`src/acsop_consts.vh`:
```
// Constants for the converter serial output port
// Summary of operation
// - Early deselect self-clocked: finish bit, float
// - External mode: select ignored during ready-high
// - External mode shifts on clock falling edge
// - Async mode finishes packet after deselect
// - Load each result unless port transmitting
// - Three-level mode input selects port mode
// - Cycle 1024; ready rises 1020, high four
// - Self-clocked clock quarter rate, MSB first
// - Async: two 11-bit packets, LSB first
`ifndef ACSOP_CONSTS_VH
`define ACSOP_CONSTS_VH
`define ACSOP_WORD_BITS 16
`define ACSOP_CYCLE_LEN 11'd1024
`define ACSOP_READY_RISE 11'd1020
`define ACSOP_FIRST_POLL 11'd76
`define ACSOP_POLL_STEP 7'h7f
`define ACSOP_POLL_OFS 7'h4b
`define ACSOP_MODE_SELF 2'd0
`define ACSOP_MODE_EXT 2'd1
`define ACSOP_MODE_ASYNC 2'd2
`define ACSOP_PACKET_BITS 4'd11
`endif

```
`src/acsop_shift_reg.v`:
```
// Output word holding register with load and shift
`default_nettype none
`include "acsop_consts.vh"
module acsop_shift_reg
(
	input  wire                        clk,
	input  wire                        rst,
	input  wire                        load,
	input  wire [`ACSOP_WORD_BITS-1:0] loadData,
	input  wire                        shift,
	output reg  [`ACSOP_WORD_BITS-1:0] word
);
	always @(posedge clk or posedge rst)
	begin
		if (rst)
			word <= {`ACSOP_WORD_BITS{1'b0}};
		else if (load)
			word <= loadData;
		else if (shift)
			word <= {word[`ACSOP_WORD_BITS-2:0], 1'b0};
	end
endmodule
`default_nettype wire

```
`src/acsop_serial_port.v`:
```
// Serial output port with self, external and async modes
`default_nettype none
`include "acsop_consts.vh"
module acsop_serial_port
(
	input  wire                        ref_clk,
	input  wire                        rst,
	input  wire [1:0]                  portMode,
	input  wire [`ACSOP_WORD_BITS-1:0] resultData,
	input  wire                        portSelectN,
	input  wire                        serialClockIn,
	output reg                         dataReadyN,
	output reg                         serialDataOut,
	output reg                         serialDataOe,
	output reg                         serialClockOut,
	output reg                         serialClockOe
);
	localparam IDLE = 2'd0;
	localparam SEND = 2'd1;
	localparam DONE = 2'd2;
	reg [1:0] csSync;
	reg [1:0] sckSync;
	reg       sckLast;
	reg [10:0] cycleCount;
	reg [1:0]  state;
	reg [4:0]  bitCount;
	reg [1:0]  divCount;
	reg        aborting;
	reg        secondPacket;
	reg [10:0] packet;
	reg        wordTaken;
	wire [`ACSOP_WORD_BITS-1:0] word;
	wire csLow = ~csSync[1];
	wire sckFall = sckLast & ~sckSync[1];
	wire readyHigh = cycleCount >= `ACSOP_READY_RISE;
	wire atUpdate = cycleCount == `ACSOP_CYCLE_LEN - 11'd1;
	wire pollTime = cycleCount >= `ACSOP_FIRST_POLL - 11'd1 &&
		(cycleCount[6:0] == `ACSOP_POLL_OFS);
	wire busy = state != IDLE || wordTaken;
	wire doLoad = atUpdate && !busy;
	wire doShift = (state == SEND) && (
		(portMode == `ACSOP_MODE_SELF && divCount == 2'd3) ||
		(portMode == `ACSOP_MODE_EXT && sckFall));
	acsop_shift_reg shifter
	(
		.clk      (ref_clk),
		.rst      (rst),
		.load     (doLoad),
		.loadData (resultData),
		.shift    (doShift),
		.word     (word)
	);
	always @(posedge ref_clk or posedge rst)
	begin
		if (rst)
		begin
			csSync <= 2'b11;
			sckSync <= 2'b00;
			sckLast <= 1'b0;
		end
		else
		begin
			csSync <= {csSync[0], portSelectN};
			sckSync <= {sckSync[0], serialClockIn};
			sckLast <= sckSync[1];
		end
	end
	always @(posedge ref_clk or posedge rst)
	begin
		if (rst)
			cycleCount <= 11'd0;
		else if (atUpdate)
			cycleCount <= 11'd0;
		else
			cycleCount <= cycleCount + 11'd1;
	end
	always @(posedge ref_clk or posedge rst)
	begin
		if (rst)
		begin
			state <= IDLE;
			bitCount <= 5'd0;
			divCount <= 2'd0;
			aborting <= 1'b0;
			secondPacket <= 1'b0;
			packet <= 11'h7ff;
			wordTaken <= 1'b0;
			dataReadyN <= 1'b1;
			serialDataOut <= 1'b0;
			serialDataOe <= 1'b0;
			serialClockOut <= 1'b0;
			serialClockOe <= 1'b0;
		end
		else
		begin
			if (doLoad)
				dataReadyN <= 1'b0;
			else if (cycleCount == `ACSOP_READY_RISE - 11'd1 && !busy)
				dataReadyN <= 1'b1;
			if (atUpdate)
				wordTaken <= 1'b0;
			case (state)
			IDLE:
			begin
				serialDataOe <= 1'b0;
				serialClockOe <= 1'b0;
				serialClockOut <= 1'b0;
				divCount <= 2'd0;
				aborting <= 1'b0;
				if (portMode == `ACSOP_MODE_SELF && csLow && pollTime && !dataReadyN)
				begin
					state <= SEND;
					bitCount <= 5'd0;
					serialDataOe <= 1'b1;
					serialClockOe <= 1'b1;
					serialDataOut <= word[`ACSOP_WORD_BITS-1];
				end
				else if (portMode == `ACSOP_MODE_EXT && csLow && !readyHigh && !dataReadyN)
				begin
					state <= SEND;
					bitCount <= 5'd0;
					serialDataOe <= 1'b1;
					serialDataOut <= word[`ACSOP_WORD_BITS-1];
				end
				else if (portMode == `ACSOP_MODE_ASYNC && csLow && sckFall && !dataReadyN)
				begin
					state <= SEND;
					bitCount <= 5'd0;
					serialDataOe <= 1'b1;
					serialDataOut <= 1'b0;
					packet <= secondPacket ? {2'b11, word[7:0], 1'b0} :
						{2'b11, word[15:8], 1'b0};
				end
			end
			SEND:
			begin
				if (portMode == `ACSOP_MODE_SELF)
				begin
					divCount <= divCount + 2'd1;
					serialClockOut <= divCount == 2'd1 || divCount == 2'd2;
					if (!csLow)
						aborting <= 1'b1;
					if (divCount == 2'd3)
					begin
						if (aborting || !csLow || bitCount == `ACSOP_WORD_BITS - 1)
							state <= DONE;
						else
							serialDataOut <= word[`ACSOP_WORD_BITS-2];
						bitCount <= bitCount + 5'd1;
					end
				end
				else if (portMode == `ACSOP_MODE_EXT)
				begin
					if (!csLow)
					begin
						serialDataOe <= 1'b0;
						state <= IDLE;
					end
					else if (sckFall)
					begin
						if (bitCount == `ACSOP_WORD_BITS - 1)
							state <= DONE;
						else
							serialDataOut <= word[`ACSOP_WORD_BITS-2];
						bitCount <= bitCount + 5'd1;
					end
				end
				else if (sckFall)
				begin
					if (bitCount == {1'b0, `ACSOP_PACKET_BITS} - 5'd1)
					begin
						state <= DONE;
						secondPacket <= ~secondPacket;
					end
					else
						serialDataOut <= packet[bitCount[3:0] + 4'd1];
					bitCount <= bitCount + 5'd1;
				end
			end
			default:
			begin
				serialDataOe <= 1'b0;
				serialClockOe <= 1'b0;
				serialClockOut <= 1'b0;
				if (portMode != `ACSOP_MODE_ASYNC || secondPacket == 1'b0)
					dataReadyN <= 1'b1;
				if (portMode != `ACSOP_MODE_ASYNC || secondPacket == 1'b0)
					wordTaken <= 1'b0;
				state <= IDLE;
			end
			endcase
			if (state == SEND && !doLoad)
				wordTaken <= 1'b1;
		end
	end
endmodule
`default_nettype wire

```
`config.mk`:
```
export PLATFORM = sky130hd
export DESIGN_NAME = acsop_serial_port
export DESIGN_NICKNAME = d
export VERILOG_FILES = /design/src/acsop_shift_reg.v /design/src/acsop_serial_port.v
export VERILOG_INCLUDE_DIRS = /design/src
export SDC_FILE = /design/constraint.sdc
export NUM_CORES = 1
export LEC_CHECK = 0
export ABC_AREA = 1
export BUFFER_PORTS_ARGS = -buffer_cell sky130_fd_sc_hd__buf_2
export CAP_MARGIN = 20
export CORE_MARGIN = 1.5
export CORE_UTILIZATION = 55
export DETAILED_ROUTE_END_ITERATION = 12
export PLACE_DENSITY_LB_ADDON = 0.15
export REMOVE_ABC_BUFFERS = 1
export SLEW_MARGIN = 15
export SYNTH_ARGS = -nofsm -noshare
export SYNTH_HDL_FRONTEND = slang
export SYNTH_SLANG_ARGS = --single-unit
```
`constraint.sdc`:
```
create_clock -name ref_clk -period 2.25 [get_ports ref_clk]
set_input_delay 0.1125 -clock ref_clk [delete_from_list [all_inputs] [get_ports ref_clk]]
set_output_delay 0.1125 -clock ref_clk [all_outputs]
set_load 0.02 [all_outputs]
```
Yosys cells after proc, flatten, opt, wreduce, memory -nomap -nowiden:

Index checks and enable logic that the tools add are counted.

* add/subtract/negate cells: 4
* multipliers: 0
* divide/modulo/power cells: 0
* order comparisons: 3
* eq/ne operators: 28
* shift-type cells: 0
* muxes and demuxes: 65
* bitwise logic cells: 8
* reduce and logical (&&, ||, !) cells: 40

Operator list (number)
* $mux 5: 8
* $mux 1: 32
* $mux 16: 2
* $mux 2: 13
* $eq 11x10->1 const B: 2
* $logic_and 1x1->1: 16
* $ne 4x4->1 const B: 4
* $add 11x1->11 const B: 1
* $ge 11x10->1 const B: 1
* $ge 11x7->1 const B: 1
* $mux 11: 1
* $eq 5x4->1 const B: 2
* $pmux 5 s2: 1
* $mux 9: 1
* $ne 3x2->1 const B: 3
* $pmux 1 s2: 4
* $pmux 2 s2: 2
* $reduce_and 4->1: 2
* $reduce_and 8->1: 1
* $eq 7x7->1 const B: 1
* $not 1->1: 7
* $reduce_and 7->1: 1
* $eq 2x1->1 const B: 3
* $eq 2x2->1 const B: 3
* other kinds (21): 36

* register bits: 60
* bits in latches: 0
* memory bits (writable): 0
* ROM bits: 0
* bits of input ports: 22
* output and inout port bits: 5
* word-level logic and storage cells: 165
* memories kept: 0

Logic depth before layout (Yosys ltp):

Gate-level depths: netlist of run 1.

* depth after elaboration: 8
* mapped depth: 13
* mapped depth without buffers: 13

By module:

A second synthesis of run 1 with hierarchy kept.

* cell total of the unflattened synthesis: 377
* area total of the unflattened synthesis: 3069.2 um2

Modules (own cells, without submodules)
* acsop_serial_port: instances 1, cells an instance 289, area an instance 2313.5 um2, seq. area each 1066.0 um2
* acsop_shift_reg: instances 1, cells an instance 88, area an instance 755.7 um2, seq. area each 400.4 um2

Worst setup path before layout of run 1:

Ideal clock, no wire load.

* path kind: reg-to-reg
* start: reg cycleCount[0]
* end: reg shifter.word[6]
* setup time: 118 ps
* data arrival time: 1536 ps
* required time: 2132 ps
* setup slack: 596 ps
* cell stages (with the launch flop): 10
* path buffers: 1
* clock period less this slack: 1654 ps
* cell sequence: dfrtp_1 ha_1 nand3_1 nor2_4 nand3_4 nor2_8 nor2_4 clkbuf_8 nand2_1 o21ai_2

* word-level cells in the longest chain between the ends: 3
* elaborated cells on any way between the ends: 4
* those cells by class: 1 x eq/ne; 1 x mux; 2 x reduce/logical

RTL lines
* from (decl): RTL line acsop_serial_port.v:24 `reg [10:0] cycleCount;`
* from (signal assigned): RTL line acsop_serial_port.v:75 `cycleCount <= cycleCount + 11'd1;`
* $eq 11x10->1 (*): RTL line acsop_serial_port.v:36 `` wire atUpdate = cycleCount == `ACSOP_CYCLE_LEN - 11'd1; ``
* $logic_and 1x1->1 (*): RTL line acsop_serial_port.v:40 `wire doLoad = atUpdate && !busy;`
* $mux 16 or $reduce_bool 2->1 (tied branches)
* to (signal assigned): RTL line acsop_shift_reg.v:16 `` word <= {`ACSOP_WORD_BITS{1'b0}}; ``
* to (signal assigned): RTL line acsop_shift_reg.v:18 `word <= loadData;`
* to (signal assigned): RTL line acsop_shift_reg.v:20 `` word <= {word[`ACSOP_WORD_BITS-2:0], 1'b0}; ``
* to (decl): RTL line acsop_shift_reg.v:11 `` output reg [`ACSOP_WORD_BITS-1:0] word ``

Mark *: on every way between the ends. The rest lies on a longest branch, timed or not.
A chain may end at the register's enable or synchronous reset.

Worst setup path in the final report of run 1:

* start: reg bitCount[0]
* end: reg state[0]

* word-level cells in the longest chain between the ends: 4
* elaborated cells on any way between the ends: 7
* those cells by class: 5 x eq/ne; 2 x reduce/logical

RTL lines
* from (decl): RTL line acsop_serial_port.v:26 `reg [4:0] bitCount;`
* from (signal assigned): RTL line acsop_serial_port.v:149 `bitCount <= bitCount + 5'd1;`
* from (signal assigned): RTL line acsop_serial_port.v:165 `bitCount <= bitCount + 5'd1;`
* from (signal assigned): RTL line acsop_serial_port.v:177 `bitCount <= bitCount + 5'd1;`
* $eq 5x4->1: RTL line acsop_serial_port.v:145, acsop_serial_port.v:161
* $logic_or 1x1->1: RTL line acsop_serial_port.v:145 `` if (aborting || !csLow || bitCount == `ACSOP_WORD_BITS - 1) ``
* $ne 3x2->1 (no source line)
* $reduce_and 7->1 (no source line) (*)
* to (signal assigned): RTL line acsop_serial_port.v:146 `state <= DONE;`
* to (signal assigned): RTL line acsop_serial_port.v:162 `state <= DONE;`
* to (signal assigned): RTL line acsop_serial_port.v:172 `state <= DONE;`
* to (decl): RTL line acsop_serial_port.v:25 `reg [1:0] state;`

Marks and branches as above.

==> metrics.md, run 1 <==
| Metric | Value |
|---|---|
| Leak | about 0.0018 uW |
| Port Buffer Count | 26 |
| Hold path startpoint | resultData[14] |
| Reg-to-reg endpoint | state[0]$_DFFE_PP0P_ |
| CP endpoint kind | register |
| ANT cells | 0 |
| First-pass GRT wire length | between 10000 and 15000 um |
| Fillers | 460 |
| H-tree lvl count | 3 |
| Mux cell area share after synthesis | 0% |
| Root Buffer | clkbuf_8 |
| Clock skew | ~0.0060 ns |
| Core ar. | ~5200 um2 |
| Share of cells above drive strength 1 | about 15% |
| Relative slew slack | 72.5% |
| Worst hold-check path type | in2reg |
| Final setup viols | 0 |
| Initial cell density of the core | 58.1% |
| Residual DRC | 0 |
| Largest family of logic cells by synthesized area | simple AND/OR/NAND/NOR gates |
| FF-to-FF setup slack | just over 0.3 ns |
| CP Launch Type | register |
| Worst EP required | between 2 and 3 ns |
| Most frequent cells in the layout | nand2_1 (108), nor2_1 (52), inv_1 (49) |
| Reg clk slew, reported paths | approximately 0.06 ns |
| IO Count | 27 |
| CTS Buf Count | 9 |
| Clk_lat worst skew | between 0.3 and 0.4 ns |
| Most common cell after layout, fill and taps aside | nand2_1 |
| Hold path depth | 3 |
| Worst min-delay path endpoint | shifter.word[14]$_DFFE_PP0P_ |
| Synth Area in Compound Gates | about 9.9% |
| Gpl congestion | around 0.85 |
| WL final | ~6100 um |
| Pin count of the biggest net entering global routing | 26 |
| Worst-path maximum fanout | 12 |
| Avg Inst Size Synth | around 7.8 um2 |
| # Post-CTS Setup Buffers | 0 |
| Register area share after synthesis | roughly 48% |
| Post-DR wirelength/cell | about 12 um |
| Synth warn | 0 |
| Power density over the cells | around 580 nW/um2 |
| Die ar. | roughly 6000 um2 |
| Detailed Routing Iterations Pass 1 | 4 |
| Rows | 26 |
| Layout overhead on the synthesized area | 13.6% |
| Tmin final | approximately 2 ns |
| Post-DP HPWL | 4540 um |
| Buffer levels on the longest clock path | 2 |
| Fin nets | between 400 and 500 |
| Simple-Gate Fraction of Synth Area | between 20% and 30% |
| Die width | 77.2 um |
| Crit path DAT | 2.22 ns |
| Dpl ws | roughly 0.37 ns |
| Fin crit share | a little under nine tenths |
| Count of final hold-check violations | 0 |
| RSZ-0062 raised after global routing | no |
| Gr ovfl total | 0 |
| Total number of vias | 2551 |
| Fmax | roughly 510 MHz |
| MaxCap Viol Count | 0 |
| Post-synthesis adder-cell area fraction | 2.48% |
| Synthesized area | 3030 um2 |
| Final Max Tran Viols | 0 |
| Maximum vdd drop | 0.413 mV |
| Vias in the first global route | 2539 |
| Total power | about 2000 uW |
| Final core utilization | 66.1% |
| ANT nets after route | 0 |
| Vias per cell | 5.11 |
| DRT iter0 DRCs | 157 |
| Setup TNS | 0 ns |
| Die Y | 77.2 um |
| Clock sink count | 58 |
| Cells on worst reg2reg path | 12 |
| Initial antenna violation count | 0 |
| RR Startpoint | bitCount[0]$_DFFE_PP0P_ |
| CTS tree | done |
| Mapped Cells | between 300 and 400 |
| Least-Margin Pin Slew | 0.412 ns |
| Fin worst setup slack | a little over 0.3 ns |
| Setup CP Type | reg2reg |
| Number of synthesized register bits | 58 |
| XOR/XNOR Fraction of Synth Area | approximately 2% |
| GR Util All Layers | between 20% and 30% |
| Outcome | complete, no violations |
| Yosys cell types | 28 |
-- sequential cells by signal, indices dropped and copies added (netlist names) --
| signal | flops |
|---|---|
| bitCount | 5 |
| sckSync | 2 |
| secondPacket | 1 |
| serialDataOe | 1 |
| cycleCount | 11 |
| serialClockOut | 1 |
| sckLast | 1 |
| packet | 9 |
| wordTaken | 1 |
| divCount | 2 |
| state | 2 |
| shifter.word | 16 |
| serialClockOe | 1 |
| serialDataOut | 1 |
| dataReadyN | 1 |
| aborting | 1 |
| csSync | 2 |
-- what timing repair did --
| item | 4_1_cts | 5_1_grt |
|---|---|---|
| resized for setup | 0 | 0 |
| hold buffers | 4 | 0 |
| endpoints found under the setup margin | 0 | 0 |
| endpoints found under the hold margin | 17 | 0 |
-- worst max-delay path, cell delays in order (launching register included) --
cell,delay [ns]
dfrtp_1,0.56
ha_1,0.23
nand2_1,0.07
nor2_1,0.10
ha_1,0.16
inv_1,0.06
nand2_1,0.09
nand2_1,0.05
nand2_1,0.06
nand3_1,0.09
nor2_1,0.20
nand3_1,0.14
nand2_1,0.08
-- cells by family after synthesis --
family / Yosys count
and+or+nand+nor: 200
buffers and inverters: 59
DFF: 58
AOI/OAI and AO/OA: 56
xor gates and xnor gates: 7
adders and majority gates: 6
-- metal layers --
metal	vias up	global-route usage [%]	part of all wire, %
met5	-	0	0
met4	0	10.9	1.8
met3	9	3.93	4.5
met2	62	38.0	45
met1	1179	32.9	49
li1	1301	-	-
-- how the worst max path moves through the flow --
| stage | start | to | slack, ns |
|---|---|---|---|
| floorplan | bitCount[0]$_DFFE_PP0P_ | serialDataOut$_DFFE_PP0P_ | 0.55 |
| global placement | bitCount[0]$_DFFE_PP0P_ | serialDataOe$_DFFE_PP0P_ | 0.37 |
| detailed placement | bitCount[0]$_DFFE_PP0P_ | serialDataOe$_DFFE_PP0P_ | 0.37 |
| CTS | bitCount[0]$_DFFE_PP0P_ | state[0]$_DFFE_PP0P_ | 0.35 |
| global route | bitCount[0]$_DFFE_PP0P_ | serialDataOut$_DFFE_PP0P_ | 0.1 |
| finish | bitCount[0]$_DFFE_PP0P_ | state[0]$_DFFE_PP0P_ | 0.31 |
-- final cells by class --
type | instances | area, um2 | share of cell area, %
Clock buffer | 14 | 173 | 5.02
Clock inverter | 2 | 10.0 | 0.291
Inverter | 51 | 194 | 5.64
Multi-Input combinational cell | 269 | 1300 | 37.8
Sequential cell | 58 | 1470 | 42.6
Tap cell | 70 | 87.6 | 2.55
Timing Repair Buffer | 35 | 208 | 6.04
-- metrics by stage --
step / hold slack, ns / instances / cell area [um2]
5_1_grt: 0.0180 / 499 / 3440
3_5_place_dp: 0.0831 / 479 / 3220
3_3_place_gp: 0.0782 / 479 / 3220
6_report: 0.0256 / 499 / 3440
2_1_floorplan: 0.117 / 378 / 2960
4_1_cts: 0.0110 / 499 / 3440
-- cells in the mapped netlist --
library cell  instances  share of area, %
nand2_1             108                13
nor2_1               52               6.5
inv_1                50               6.2
dfrtp_1              46                38
nand3_1              24               4.0
o21ai_0              20               3.3
a21oi_1              16               2.6
dfstp_2              12                10
o21ai_1               9               1.5
a31oi_1               6               1.2
ha_1                  6               2.5
nand4_1               5               1.0
xor2_1                5               1.4
nor3_1                4              0.66
buf_6                 3               1.1
nor2_4                3               1.1
o211ai_1              3              0.74
buf_2                 2              0.33
clkbuf_1              2              0.25
xnor2_1               2              0.58
clkbuf_8              1              0.45
inv_4                 1              0.21
nand3_4               1              0.58
nand3b_1              1              0.25
nand4_2               1              0.41
nor2_8                1              0.66
o21ai_2               1              0.29
o22ai_1               1              0.21
-- report_power, final --
part,internal [uW],total [uW],switching [uW]
registers,1050,1060,6.68
logic,24.6,65.1,40.5
clock network,487,879,392
Power figures use the tool's default switching activity.
==> run 2, diff against run 1 <==
--- a/config.mk
+++ b/config.mk
@@ -9,8 +9,10 @@
 export ABC_AREA = 1
 export BUFFER_PORTS_ARGS = -buffer_cell sky130_fd_sc_hd__buf_2
 export CAP_MARGIN = 20
+export CELL_PAD_IN_SITES_DETAIL_PLACEMENT = 1
+export CELL_PAD_IN_SITES_GLOBAL_PLACEMENT = 1
 export CORE_MARGIN = 1.5
-export CORE_UTILIZATION = 55
+export CORE_UTILIZATION = 44
 export DETAILED_ROUTE_END_ITERATION = 12
 export PLACE_DENSITY_LB_ADDON = 0.15
 export REMOVE_ABC_BUFFERS = 1
==> metrics.md, run 2 (synthesis gave the netlist of run 1 again) <==
| Metric | Value |
|---|---|
| Worst EP required | 2.47 ns |
| Post-CTS resize count | 0 |
| Post-DR wirelength/cell | 14.8 um |
| Top reg by flops | shifter.word |
| CTS Buf Count | 9 |
| Placed cells | between 400 and 500 |
| Post-DP HPWL | between 5000 and 6000 um |
| Pin count of the biggest net entering global routing | 36 |
| Vias per cell | 5.09 |
| CP delay by family, top | simple AND/OR/NAND/NOR gates |
| Count of final hold-check violations | 0 |
| Fmax | 520 MHz |
| CP max-delay cell | dfrtp_1 |
| Worst min-delay path endpoint | shifter.word[14]$_DFFE_PP0P_ |
| First-pass GRT wire length | between 10000 and 15000 um |
| Detailed Routing Iterations Pass 1 | 4 |
| Rows | 30 |
| Residual DRC | 0 |
| GR Util All Layers | 23.1% |
| MaxCap Viol Count | 0 |
| Maximum vdd drop | around 0.44 mV |
| Share of cells above drive strength 1 | around 16% |
| Setup CP Type | reg2reg |
| Number of buffers and inverters on the critical path | 1 |
| CTS tree | done |
| RSZ-0062 raised after global routing | no |
| Vias in the first global route | about 2800 |
| Clk_lat worst skew | ~0.34 ns |
| IO Count | 27 |
| Total number of vias | between 2000 and 3000 |
| RR Startpoint | cycleCount[0]$_DFF_PP0_ |
| FF-to-FF setup slack | about 0.33 ns |
| Buffer levels on the longest clock path | 2 |
| Clock skew | roughly 0.0047 ns |
| Layout overhead on the synthesized area | 14.7% |
| Die width | about 86 um |
| Least-Margin Pin Slew | approximately 0.55 ns |
| Clock sink count | between 50 and 60 |
| Leak | approximately 0.0018 uW |
| Power density over the cells | just under 600 nW/um2 |
| Cells on worst reg2reg path | 8 |
| CP Launch Type | register |
| Initial antenna violation count | 0 |
| Leading registers by flop count | shifter.word: 16 flops, cycleCount: 11 flops, packet: 9 flops |
| Worst hold-check path type | in2reg |
| Hold path startpoint | resultData[14] |
| Setup TNS | 0 ns |
| Tmin final | between 1.5 and 2 ns |
| Crit path DAT | between 2 and 2.5 ns |
| Port Buffer Count | 26 |
| Initial cell density of the core | a little under half |
| Die Y | 85.9 um |
| WL final | roughly 7500 um |
| ANT cells | 0 |
| Largest register FFs | 16 |
| Worst-path maximum fanout | 15 |
| Reg clk slew, reported paths | ~0.060 ns |
| Final core utilization | approximately half |
| Outcome | complete, no violations |
| Hold path depth | 3 |
| Multi-input logic area | 1300 um2 |
| CP endpoint kind | register |
| DRT iter0 DRCs | 76 |
| Gr ovfl total | 0 |
| Final Max Tran Viols | 0 |
| Final Non-Filler Cells | 510 |
| H-tree lvl count | 3 |
| Crit path largest cell delay | 0.38 ns |
| Fin nets | roughly 450 |
| Fillers | roughly 840 |
| Final setup viols | 0 |
| ANT nets after route | 0 |
| Fin crit share | 85.4% |
| Die ar. | about 7400 um2 |
| Root Buffer | clkbuf_8 |
| Gpl congestion | roughly 0.85 |
| Most common cell after layout, fill and taps aside | nand2_1 |
| FF/Latch Area | between 1000 and 1500 um2 |
| Core ar. | between 6000 and 7000 um2 |
| Most frequent cells in the layout | nand2_1 (108), nor2_1 (52), inv_1 (49) |
| Critical-path cell list | ha_1 > nand3_1 > nor2_4 > nand3_4 > nor2_8 > inv_4 > nor2_1 > o21ai_1 |
| Reg-to-reg endpoint | shifter.word[4]$_DFFE_PP0P_ |
| Relative slew slack | between 60% and 70% |
==> run 2: layout make-up <==
cell class / instances / share of cell area, %
Clock buffer: 14 / 4.97
Clock inverter: 2 / 0.288
Inverter: 51 / 5.59
Multi-Input combinational cell: 269 / 37.5
Sequential cell: 58 / 42.2
Tap cell: 80 / 2.88
Timing Repair Buffer: 36 / 6.56
==> run 2: worst max-delay path by stage <==
stage	endpoint	start	slack [ns]	cells after the start
finish	shifter.word[4]$_DFFE_PP0P_	cycleCount[0]$_DFF_PP0_	0.33	8
global placement	serialDataOut$_DFFE_PP0P_	bitCount[0]$_DFFE_PP0P_	0.43	12
CTS	shifter.word[11]$_DFFE_PP0P_	cycleCount[0]$_DFF_PP0_	0.31	8
floorplan	serialDataOut$_DFFE_PP0P_	bitCount[0]$_DFFE_PP0P_	0.55	12
global route	state[0]$_DFFE_PP0P_	bitCount[0]$_DFFE_PP0P_	0.09	12
detailed placement	shifter.word[8]$_DFFE_PP0P_	cycleCount[0]$_DFF_PP0_	0.34	8
==> run 2: per-stage QoR <==
| step | instance area, um2 | setup slack, ns | hold slack [ns] | power, uW |
|---|---|---|---|---|
| after floorplan | 2960 | 0.553 | 0.117 | 1100 |
| after global placement | 3250 | 0.429 | 0.192 | 1140 |
| after detailed placement | 3250 | 0.341 | 0.197 | 1140 |
| after CTS | 3470 | 0.305 | 0.0263 | 2050 |
| after global routing | 3470 | 0.0907 | 0.0352 | 2100 |
| final | 3470 | 0.328 | 0.0278 | 2030 |
==> run 2: metal layers <==
metal / track usage [%] / wire, um / vias up
li1: - / - / 1304
met5: 0 / 0 / -
met4: 7.77 / 105 / 0
met3: 4.62 / 164 / 10
met1: 31.6 / 3740 / 1255
met2: 36.8 / 3520 / 27
==> run 2: power breakdown <==
part | total (uW) | switching, uW | internal [uW]
Sequential | 1060 | 6.76 | 1050
Clock | 902 | 414 | 487
Combinational | 68.9 | 43.2 | 25.8
==> run 2: timing repair <==
item                                   CTS  global route
hold buffers                             4             0
endpoints found under the hold margin   21             0
setup buffers                            0             0
==> run 2: worst register-to-register path, delay by kind of cell (launching register included) <==
family | cells | cell delay, ns
AND/OR/NAND/NOR | 5 | 1.00
buffers and inverters | 1 | 0.13
flip-flops | 1 | 0.38
AO/OA/AOI/OAI | 1 | 0.08
adder cells (fa/ha/maj) | 1 | 0.23
